[config.mk]
export PLATFORM = sky130hd
export DESIGN_NAME = sor_router
export DESIGN_NICKNAME = d
export VERILOG_FILES = /design/src/sor_ref_edge.v /design/src/sor_router.v
export VERILOG_INCLUDE_DIRS = /design/src /design/src/common
export SDC_FILE = /design/constraint.sdc
export NUM_CORES = 1
export LEC_CHECK = 0
export ABC_CLOCK_PERIOD_IN_PS = 1550
export BUFFER_PORTS_ARGS = -buffer_cell sky130_fd_sc_hd__buf_2
export CORE_MARGIN = 5
export CORE_UTILIZATION = 44
export DETAILED_ROUTE_END_ITERATION = 8
export GPL_TIMING_DRIVEN = 1
export HOLD_SLACK_MARGIN = 0.08
export PLACE_DENSITY = 0.75
export SYNTH_ARGS = -nofsm -noshare
export SYNTH_HDL_FRONTEND = slang
export SYNTH_SLANG_ARGS = --single-unit
[constraint.sdc]
create_clock -name core_clk -period 1.55 [get_ports core_clk]
set_clock_uncertainty 0.2 [all_clocks]
set_input_delay 0.155 -clock core_clk [delete_from_list [all_inputs] [get_ports core_clk]]
set_output_delay 0.155 -clock core_clk [all_outputs]
set_load 0.005 [all_outputs]
[src/common/sor_defs.vh]
`ifndef SOR_DEFS_VH
`define SOR_DEFS_VH

// ----------------------------------------------------------------------
// register byte offsets
// ----------------------------------------------------------------------
`define SOR_ADDR_EXT_CTRL   12'h000
`define SOR_ADDR_ECL0_CTRL  12'h004
`define SOR_ADDR_ECL1_CTRL  12'h008
`define SOR_ADDR_TTL_CTRL   12'h00c
`define SOR_ADDR_INPUT_USE  12'h010
`define SOR_ADDR_STATUS     12'h014

// ----------------------------------------------------------------------
// destination control fields
// ----------------------------------------------------------------------
`define SOR_CTRL_EN_BIT     0
`define SOR_CTRL_SEL_LSB    1
`define SOR_CTRL_SEL_MSB    2
`define SOR_TTL_LINE_LSB    4
`define SOR_TTL_LINE_MSB    6

// source select codes for the front connector
`define SOR_EXT_SRC_TRIG    2'h0
`define SOR_EXT_SRC_REFCLK  2'h1
`define SOR_EXT_SRC_PREARM  2'h2

// source select codes for the ecl lines
`define SOR_ECL_SRC_TRIG    2'h0
`define SOR_ECL_SRC_REFCLK  2'h1
`define SOR_ECL_SRC_EXT     2'h2

// ----------------------------------------------------------------------
// input use fields (reference clock, arm and trigger inputs)
// ----------------------------------------------------------------------
`define SOR_USE_REF_EXT2    0
`define SOR_USE_REF_ECL0    1
`define SOR_USE_REF_ECL1    2
`define SOR_USE_ARM_EXT1    3
`define SOR_USE_ARM_ECL0    4
`define SOR_USE_ARM_ECL1    5
`define SOR_USE_TRG_EXT1    6
`define SOR_USE_TRG_EXT2    7
`define SOR_USE_TRG_ECL0    8
`define SOR_USE_TRG_ECL1    9
`define SOR_USE_ARM_TTL_EN  10
`define SOR_USE_TRG_TTL_EN  11
`define SOR_USE_ARM_TTL_LSB 12
`define SOR_USE_ARM_TTL_MSB 14
`define SOR_USE_TRG_TTL_LSB 15
`define SOR_USE_TRG_TTL_MSB 17
`define SOR_USE_WIDTH       18

// reference kinds
`define SOR_REF_INTERNAL    3'h0
`define SOR_REF_CLK10       3'h1
`define SOR_REF_ECL0        3'h2
`define SOR_REF_ECL1        3'h3
`define SOR_REF_EXT2        3'h4

// reset values
`define SOR_CTRL_RESET      3'h0
`define SOR_TTL_RESET       7'h00
`define SOR_USE_RESET       18'h00000

`endif

[src/sor_ref_edge.v]
`timescale 1ns/1ps
`default_nettype none

// turns a selected reference clock level into an active-edge pulse
module sor_ref_edge
(
   input  wire       core_clk,
   input  wire       srst,
   input  wire       ref_level,
   input  wire       use_falling,
   output reg        ref_edge
);

   reg ref_prev;

   // ----------------------------------------------------------------------
   // edge detect
   // ----------------------------------------------------------------------
   // registered compare of the previous and current reference level
   always @(posedge core_clk)
   begin
      if (srst)
      begin
         ref_prev <= 1'b0;
         ref_edge <= 1'b0;
      end
      else
      begin
         ref_prev <= ref_level;
         if (use_falling)
            ref_edge <= ref_prev & ~ref_level;
         else
            ref_edge <= ~ref_prev & ref_level;
      end
   end

endmodule

`default_nettype wire

[src/sor_router.v]
// Summary of operation
// - ECL line fed by trigger pulses once per converter conversion pulse.
// - ECL reference clock rises after external falling or backplane rising edge.
// - ECL line fed from front selection carries that signal inverted.
// - front connector pulses once per conversion pulse when fed by trigger.
// - front reference clock falls after external falling or backplane rising edge.
// - front pre-arm selection idles high, low once pre-arm count reached.
// - TTL ready line low while initiated, high after readings, low next burst.
// - post-arm only: ready returns high after arm and trigger counts met.
// - inputs: reference, arm and trigger lines per allowed connector list.
// - never drive a line currently used as reference, arm or trigger input.
// - each destination has own enable; drives only while enabled.
// - ECL lines 0 and 1 have independent source selects.
// - TTL destination selects one of eight lines 0 to 7.
// - pre-arm reached flag follows pre-arm count after initiation.
`timescale 1ns/1ps
`default_nettype none
`include "sor_defs.vh"

module sor_router
(
   input  wire        core_clk,
   input  wire        srst,
   // apb slave
   input  wire        psel,
   input  wire        penable,
   input  wire        pwrite,
   input  wire [11:0] paddr,
   input  wire [31:0] pwdata,
   output reg  [31:0] prdata,
   output wire        pready,
   output wire        pslverr,
   // internal synchronization sources
   input  wire        conv_pulse,
   input  wire        sample_reference_clock,
   input  wire [2:0]  ref_kind,
   input  wire        initiated,
   input  wire        readings_done,
   input  wire        post_arm_only,
   input  wire        arm_count_met,
   input  wire        trig_count_met,
   input  wire        pre_arm_count_reached,
   // front connector, active low ttl
   output reg         ext1_out,
   output reg         ext1_oe,
   // ecl backplane lines, active high
   output reg  [1:0]  ecl_out,
   output reg  [1:0]  ecl_oe,
   // ttl backplane lines, open collector, active low
   output reg  [7:0]  ttl_out,
   output reg  [7:0]  ttl_oe
);

   // ----------------------------------------------------------------------
   // registers
   // ----------------------------------------------------------------------
   reg [2:0]  ext_ctrl;
   reg [2:0]  ecl0_ctrl;
   reg [2:0]  ecl1_ctrl;
   reg [6:0]  ttl_ctrl;
   reg [`SOR_USE_WIDTH-1:0] input_use;

   wire       wr_en;
   wire       ref_falling;
   wire       ref_edge;
   reg        ext_level;
   reg        ready_level;
   reg        in_burst;
   reg [1:0]  ecl_level;
   reg [1:0]  ecl_blocked;
   reg        ext_blocked;
   reg [7:0]  ttl_blocked;
   reg [31:0] next_prdata;
   reg        addr_hit;
   integer    i;
   // destination drive permissions
   reg        ext_drive;
   reg [1:0]  ecl_drive;
   reg [7:0]  ttl_drive;
   integer    j;
   integer    k;

   assign pready  = 1'b1;
   assign pslverr = 1'b0;
   assign wr_en   = psel & penable & pwrite;

   // register writes take effect at the access edge
   always @(posedge core_clk)
   begin
      if (srst)
      begin
         ext_ctrl  <= `SOR_CTRL_RESET;
         ecl0_ctrl <= `SOR_CTRL_RESET;
         ecl1_ctrl <= `SOR_CTRL_RESET;
         ttl_ctrl  <= `SOR_TTL_RESET;
         input_use <= `SOR_USE_RESET;
      end
      else if (wr_en)
      begin
         case (paddr)
            `SOR_ADDR_EXT_CTRL:  ext_ctrl  <= pwdata[2:0];
            `SOR_ADDR_ECL0_CTRL: ecl0_ctrl <= pwdata[2:0];
            `SOR_ADDR_ECL1_CTRL: ecl1_ctrl <= pwdata[2:0];
            `SOR_ADDR_TTL_CTRL:  ttl_ctrl  <= pwdata[6:0];
            `SOR_ADDR_INPUT_USE: input_use <= pwdata[`SOR_USE_WIDTH-1:0];
            default:             ;
         endcase
      end
   end

   // read mux, unmapped addresses read as zero
   always @*
   begin
      next_prdata = 32'h00000000;
      addr_hit    = 1'b1;
      case (paddr)
         `SOR_ADDR_EXT_CTRL:  next_prdata = {29'h0, ext_ctrl};
         `SOR_ADDR_ECL0_CTRL: next_prdata = {29'h0, ecl0_ctrl};
         `SOR_ADDR_ECL1_CTRL: next_prdata = {29'h0, ecl1_ctrl};
         `SOR_ADDR_TTL_CTRL:  next_prdata = {25'h0, ttl_ctrl};
         `SOR_ADDR_INPUT_USE: next_prdata = {14'h0, input_use};
         `SOR_ADDR_STATUS:    next_prdata = {27'h0, ready_level, ext_level,
                                             pre_arm_count_reached, ecl_level};
         default:             addr_hit    = 1'b0;
      endcase
   end

   // read data registered, valid from the access phase onward
   always @(posedge core_clk)
   begin
      if (srst)
         prdata <= 32'h00000000;
      else if (psel & ~penable & ~pwrite)
         prdata <= addr_hit ? next_prdata : 32'h00000000;
   end

   // ----------------------------------------------------------------------
   // reference clock edge
   // ----------------------------------------------------------------------
   // external port reference acts on its falling edge, backplane ones on rising
   assign ref_falling = (ref_kind == `SOR_REF_EXT2);

   sor_ref_edge u_ref_edge
   (
      .core_clk    (core_clk),
      .srst        (srst),
      .ref_level   (sample_reference_clock),
      .use_falling (ref_falling),
      .ref_edge    (ref_edge)
   );

   // ----------------------------------------------------------------------
   // ready level
   // ----------------------------------------------------------------------
   // low during a burst, high once readings complete
   always @(posedge core_clk)
   begin
      if (srst)
         in_burst <= 1'b0;
      else if (initiated & ~in_burst)
         in_burst <= 1'b1;
      else if (in_burst & (post_arm_only ? (arm_count_met & trig_count_met)
                                         : readings_done))
         in_burst <= 1'b0;
   end

   // ----------------------------------------------------------------------
   // blocking of input-used lines
   // ----------------------------------------------------------------------
   // a line claimed as an input, or feeding the reference, is never driven
   always @*
   begin
      ext_blocked    = input_use[`SOR_USE_ARM_EXT1] | input_use[`SOR_USE_TRG_EXT1];
      ecl_blocked[0] = input_use[`SOR_USE_REF_ECL0] | input_use[`SOR_USE_ARM_ECL0]
                       | input_use[`SOR_USE_TRG_ECL0]
                       | (ref_kind == `SOR_REF_ECL0);
      ecl_blocked[1] = input_use[`SOR_USE_REF_ECL1] | input_use[`SOR_USE_ARM_ECL1]
                       | input_use[`SOR_USE_TRG_ECL1]
                       | (ref_kind == `SOR_REF_ECL1);
      for (i = 0; i < 8; i = i + 1)
         ttl_blocked[i] =
            (input_use[`SOR_USE_ARM_TTL_EN] &
             (input_use[`SOR_USE_ARM_TTL_MSB:`SOR_USE_ARM_TTL_LSB] == i[2:0])) |
            (input_use[`SOR_USE_TRG_TTL_EN] &
             (input_use[`SOR_USE_TRG_TTL_MSB:`SOR_USE_TRG_TTL_LSB] == i[2:0]));
   end

   // ----------------------------------------------------------------------
   // drive permission per destination
   // ----------------------------------------------------------------------
   // a destination drives only while enabled and not claimed as an input
   always @*
   begin
      ext_drive    = ext_ctrl[`SOR_CTRL_EN_BIT] & ~ext_blocked;
      ecl_drive[0] = ecl0_ctrl[`SOR_CTRL_EN_BIT] & ~ecl_blocked[0];
      ecl_drive[1] = ecl1_ctrl[`SOR_CTRL_EN_BIT] & ~ecl_blocked[1];
      for (k = 0; k < 8; k = k + 1)
         ttl_drive[k] = ttl_ctrl[`SOR_CTRL_EN_BIT] & ~ttl_blocked[k] &
                        (ttl_ctrl[`SOR_TTL_LINE_MSB:`SOR_TTL_LINE_LSB] == k[2:0]);
   end

   // ----------------------------------------------------------------------
   // source selection
   // ----------------------------------------------------------------------
   // front connector levels, active low: pulse low for trigger and clock
   always @*
   begin
      case (ext_ctrl[`SOR_CTRL_SEL_MSB:`SOR_CTRL_SEL_LSB])
         `SOR_EXT_SRC_TRIG:   ext_level = ~conv_pulse;
         `SOR_EXT_SRC_REFCLK: ext_level = ~ref_edge;
         `SOR_EXT_SRC_PREARM: ext_level = ~pre_arm_count_reached;
         default:             ext_level = 1'b1;
      endcase
      ready_level = ~in_burst;
   end

   // ecl levels, each with its own selector
   always @*
   begin
      case (ecl0_ctrl[`SOR_CTRL_SEL_MSB:`SOR_CTRL_SEL_LSB])
         `SOR_ECL_SRC_TRIG:   ecl_level[0] = conv_pulse;
         `SOR_ECL_SRC_REFCLK: ecl_level[0] = ref_edge;
         `SOR_ECL_SRC_EXT:    ecl_level[0] = ~ext_level;
         default:             ecl_level[0] = 1'b0;
      endcase
      case (ecl1_ctrl[`SOR_CTRL_SEL_MSB:`SOR_CTRL_SEL_LSB])
         `SOR_ECL_SRC_TRIG:   ecl_level[1] = conv_pulse;
         `SOR_ECL_SRC_REFCLK: ecl_level[1] = ref_edge;
         `SOR_ECL_SRC_EXT:    ecl_level[1] = ~ext_level;
         default:             ecl_level[1] = 1'b0;
      endcase
   end

   // ----------------------------------------------------------------------
   // pin drivers
   // ----------------------------------------------------------------------
   // released destinations sit at their idle level with enable low
   always @(posedge core_clk)
   begin
      if (srst)
      begin
         ext1_out <= 1'b1;
         ext1_oe  <= 1'b0;
         ecl_out  <= 2'h0;
         ecl_oe   <= 2'h0;
         ttl_out  <= 8'hff;
         ttl_oe   <= 8'h00;
      end
      else
      begin
         if (ext_drive)
         begin
            ext1_out <= ext_level;
            ext1_oe  <= 1'b1;
         end
         else
         begin
            ext1_out <= 1'b1;
            ext1_oe  <= 1'b0;
         end
         // each ecl line: selected level while allowed, low and released otherwise
         if (ecl_drive[0])
         begin
            ecl_out[0] <= ecl_level[0];
            ecl_oe[0]  <= 1'b1;
         end
         else
         begin
            ecl_out[0] <= 1'b0;
            ecl_oe[0]  <= 1'b0;
         end
         if (ecl_drive[1])
         begin
            ecl_out[1] <= ecl_level[1];
            ecl_oe[1]  <= 1'b1;
         end
         else
         begin
            ecl_out[1] <= 1'b0;
            ecl_oe[1]  <= 1'b0;
         end
         // only the selected ttl line carries the ready level
         for (j = 0; j < 8; j = j + 1)
         begin
            if (ttl_drive[j])
            begin
               ttl_out[j] <= ready_level;
               ttl_oe[j]  <= 1'b1;
            end
            else
            begin
               ttl_out[j] <= 1'b1;
               ttl_oe[j]  <= 1'b0;
            end
         end
      end
   end

endmodule

`default_nettype wire

==> reports/metrics.csv <==
stage,metric,value,unit
run_status,status,finished with violations,
run_status,failing checks,"hold timing, setup timing",
power_and_ir_drop,Power Dens Cells,793,nW/µm²
power_and_ir_drop,Leak Pwr,2.02,nW
logic_synthesis,top cell type's share of synthesized area,0.479,
critical_path,critical path's slowest cell,mux4_2,
detailed_routing,WL/cell,14.9,µm
timing,WHS,-0.0538,ns
cts,clk_lat worst skew,0.36,ns
critical_path,critical-path maximum fanout,2,
floorplanning,DIE AREA,9130,µm²
logic_synthesis,register area share after synthesis,0.479,
run,max_cap viols,0,
global_route,antenna violations before repair,0,
floorplanning,Rows,31,
global_route,first-pass GRT wire length,14.2,mm
floorplanning,IO Count,116,
floorplanning,Chip Height,95.5,µm
place,HPWL Detailed,6.38,mm
cells_and_area,nets@finish,579,
logic_synthesis,library cells used by synthesis,44,
logic_synthesis,Yosys top cell by area,dfxtp_1,
global_route,vias in the first global route,3017,
timing,Setup WS post-layout,-0.0409,ns
critical_path,Buf/Inv on CP,0,
detailed_routing,routed vias,3156,
critical_path,critical path start-end classification,reg2reg,
cells_and_area,register area,1550,µm²
cells_and_area,Antenna diodes,0,
critical_path,critical path's top delay family,compound AO/OA/AOI/OAI gates,
global_route,total gr overflow,0,
logic_synthesis,Post-Synthesis Cells,357,
timing,Final setup viols,2,
place,Port Buf Inserts,85,
cells_and_area,multi-input logic area,1630,µm²
logic_synthesis,post-synth design cell area,3220,µm²
cts,hold buffers post-CTS,29,
power_and_ir_drop,VDD IR-drop max,0.346,mV
detailed_routing,1st-pass router iterations,4,
detailed_routing,Initial DRC Count,139,
cts,Root Buffer,clkbuf_8,
cts,number of buffers created by CTS,9,
floorplanning,width of the die,95.5,µm
logic_synthesis,register bit total from synthesis,77,
cts,Num Clock Sinks,77,
critical_path,CP arrival,1.64,ns
floorplanning,Core Area,7180,µm²
logic_synthesis,Syn Area/Cell,9.02,µm²
timing,RSZ-0062 raised after global routing,yes,
timing,highest clock rate,629,MHz
cells_and_area,layout overhead on the synthesized area,46.8,%
logic_synthesis,xor/xnor share of the synthesized area,0,
place,Place WS,-0.267,ns
cells_and_area,Filler cells,560,
global_route,largest net degree at the start of global routing,24,
logic_synthesis,Area contributors post-synth,"dfxtp_1, mux2i_1, nand2_1, a21oi_1, buf_4",
detailed_routing,number of remaining DRC errors,0,
cells_and_area,Non-Filler Instances,623,
worst_hold_path,Hold Crit Class,in2reg,
place,GPL Wtd Cong,0.883,
critical_path,"Cell Chain, Critical Path",mux4_2 -> a32oi_2 -> a21oi_2 -> o21a_1,
logic_synthesis,mux contribution to synthesized area,0.0816,
detailed_routing,DR vias/cell,5.07,
place,Inst Count DP,571,
cells_and_area,share of layout cells above drive strength 1,0.368,
critical_path,"Largest stage delay, worst path",0.47,ns
critical_path,Critical Path Start Type,flip-flop,
floorplanning,Initial Utilization,0.449,
cts,Clock Tree Buf Depth,2,
timing,crit path time final,1.59,ns
cts,H-tree Lvls,3,
timing,"Hold Vio Cnt, Final",2,
timing,fin crit share,1.03,
logic_synthesis,adder-cell share of the synthesized area,0,
logic_synthesis,Ys Warns,0,
timing,"Slew Viols, Final",0,
critical_path,kind of end point of the critical path,flip-flop,
timing,Setup TNS,-0.0512,ns
logic_synthesis,Simple-Gate Fraction of Synth Area,0.230,
detailed_routing,DRT antenna net count,0,
logic_synthesis,Compound-Gate Fraction of Synth Area,0.138,
detailed_routing,Routed WL,9.26,mm
cts,"CTS clk-pin slew, worst paths",0.09,ns
cells_and_area,Layout Utilization,0.659,
cts,CTS tree,built,
cells_and_area,most frequent cells in the layout,"buf_2, dfxtp_1, nand2_1",
cells_and_area,"commonest non-fill, non-tap cell in the layout",buf_2,
global_route,Tot GR Track Use,0.198,
logic_synthesis,largest family of logic cells by synthesized area,simple AND/OR/NAND/NOR gates,
critical_path,data required time of the worst path,1.60,ns
## power breakdown
| part | switching, mW | total [mW] | internal, mW |
|---|---|---|---|
| combinational | 0.149 | 0.305 | 0.157 |
| sequential | 0.00916 | 1.99 | 1.98 |
| clock | 0.831 | 1.45 | 0.620 |
## final cells by class
type,instances,share of cell area
Clock buffer,9,0.0262
Sequential cell,77,0.328
Tap cell,99,0.0262
Inverter,3,0.00238
Multi-Input combinational cell,257,0.345
Clock inverter,7,0.0135
Timing Repair Buffer,171,0.259
## worst paths after layout
check               start      endpoint  slack, ns  cells after the start
max           ttl_ctrl[2]     prdata[2]      -0.04                      4
min                  srst     ttl_oe[2]      -0.05                      3
max reg2reg   ttl_ctrl[2]     prdata[2]      -0.04                      4
min reg2reg  input_use[0]  input_use[0]       0.26                      2
## cell usage after synthesis (all sizes together)
cell type,count
dfxtp,77
nand2,61
nor2,32
a21oi,26
buf,25
mux2i,24
nor3,13
a22oi,11
clkbuf,9
nand2b,8
o21ai,7
o22ai,7
nor2b,6
nor4,6
a32oi,5
a22o,4
nand3,4
or3,4
inv,3
nand3b,3
and3,2
conb,2
o22a,2
o32ai,2
or3b,2
or4b,2
a211o,1
a311oi,1
a31oi,1
and2,1
mux4,1
nand4b,1
nor3b,1
nor4b,1
o21a,1
o31ai,1
## timing repair
action                                  in CTS  in global routing
gates resized for setup                     18                 17
cloned                                       0                  3
endpoints found under the setup margin      11                 24
setup buffers                                1                  3
hold endpoints to repair                    49                  5
pin swaps                                    4                 13
## stage by stage
step / instance area, µm² / hold WS [ns] / total power, mW
after global routing: 4730 / -0.0485 / 3.90
final: 4730 / -0.0538 / 3.75
after global placement: 4030 / 0.191 / 2.26
after CTS: 4580 / -0.0640 / 3.76
after detailed placement: 4030 / 0.201 / 2.27
after floorplan: 3290 / 0.0793 / 2.16
## sequential cells by signal, summed over array words and instances (netlist names), 2 cells and up
name and count:
ecl_oe 2, prdata 18, ttl_ctrl 7, ecl_out 2, ecl1_ctrl 3, ext_ctrl 3
ttl_oe 8, ttl_out 8, input_use 18, ecl0_ctrl 3
## worst register-to-register path, stage by stage (launching register included)
cell     delay [ns]
dfxtp_2        0.34
mux4_2         0.47
a32oi_2        0.21
a21oi_2        0.10
o21a_1         0.17
## logic make-up after synthesis
family                 Yosys count
buffers and inverters           37
and+or+nand+nor                147
other                            2
muxes                           25
DFF                             77
AOI/OAI and AO/OA               69
## per-layer routing
layer | up-vias | GRT usage | part of all wire
li1 | 1545 | - | -
met1 | 1445 | 0.248 | 0.42
met2 | 147 | 0.326 | 0.47
met3 | 19 | 0.0442 | 0.087
met4 | 0 | 0.0853 | 0.024
met5 | - | 0 | 0
No activity file was read; power rests on OpenSTA's default activity.
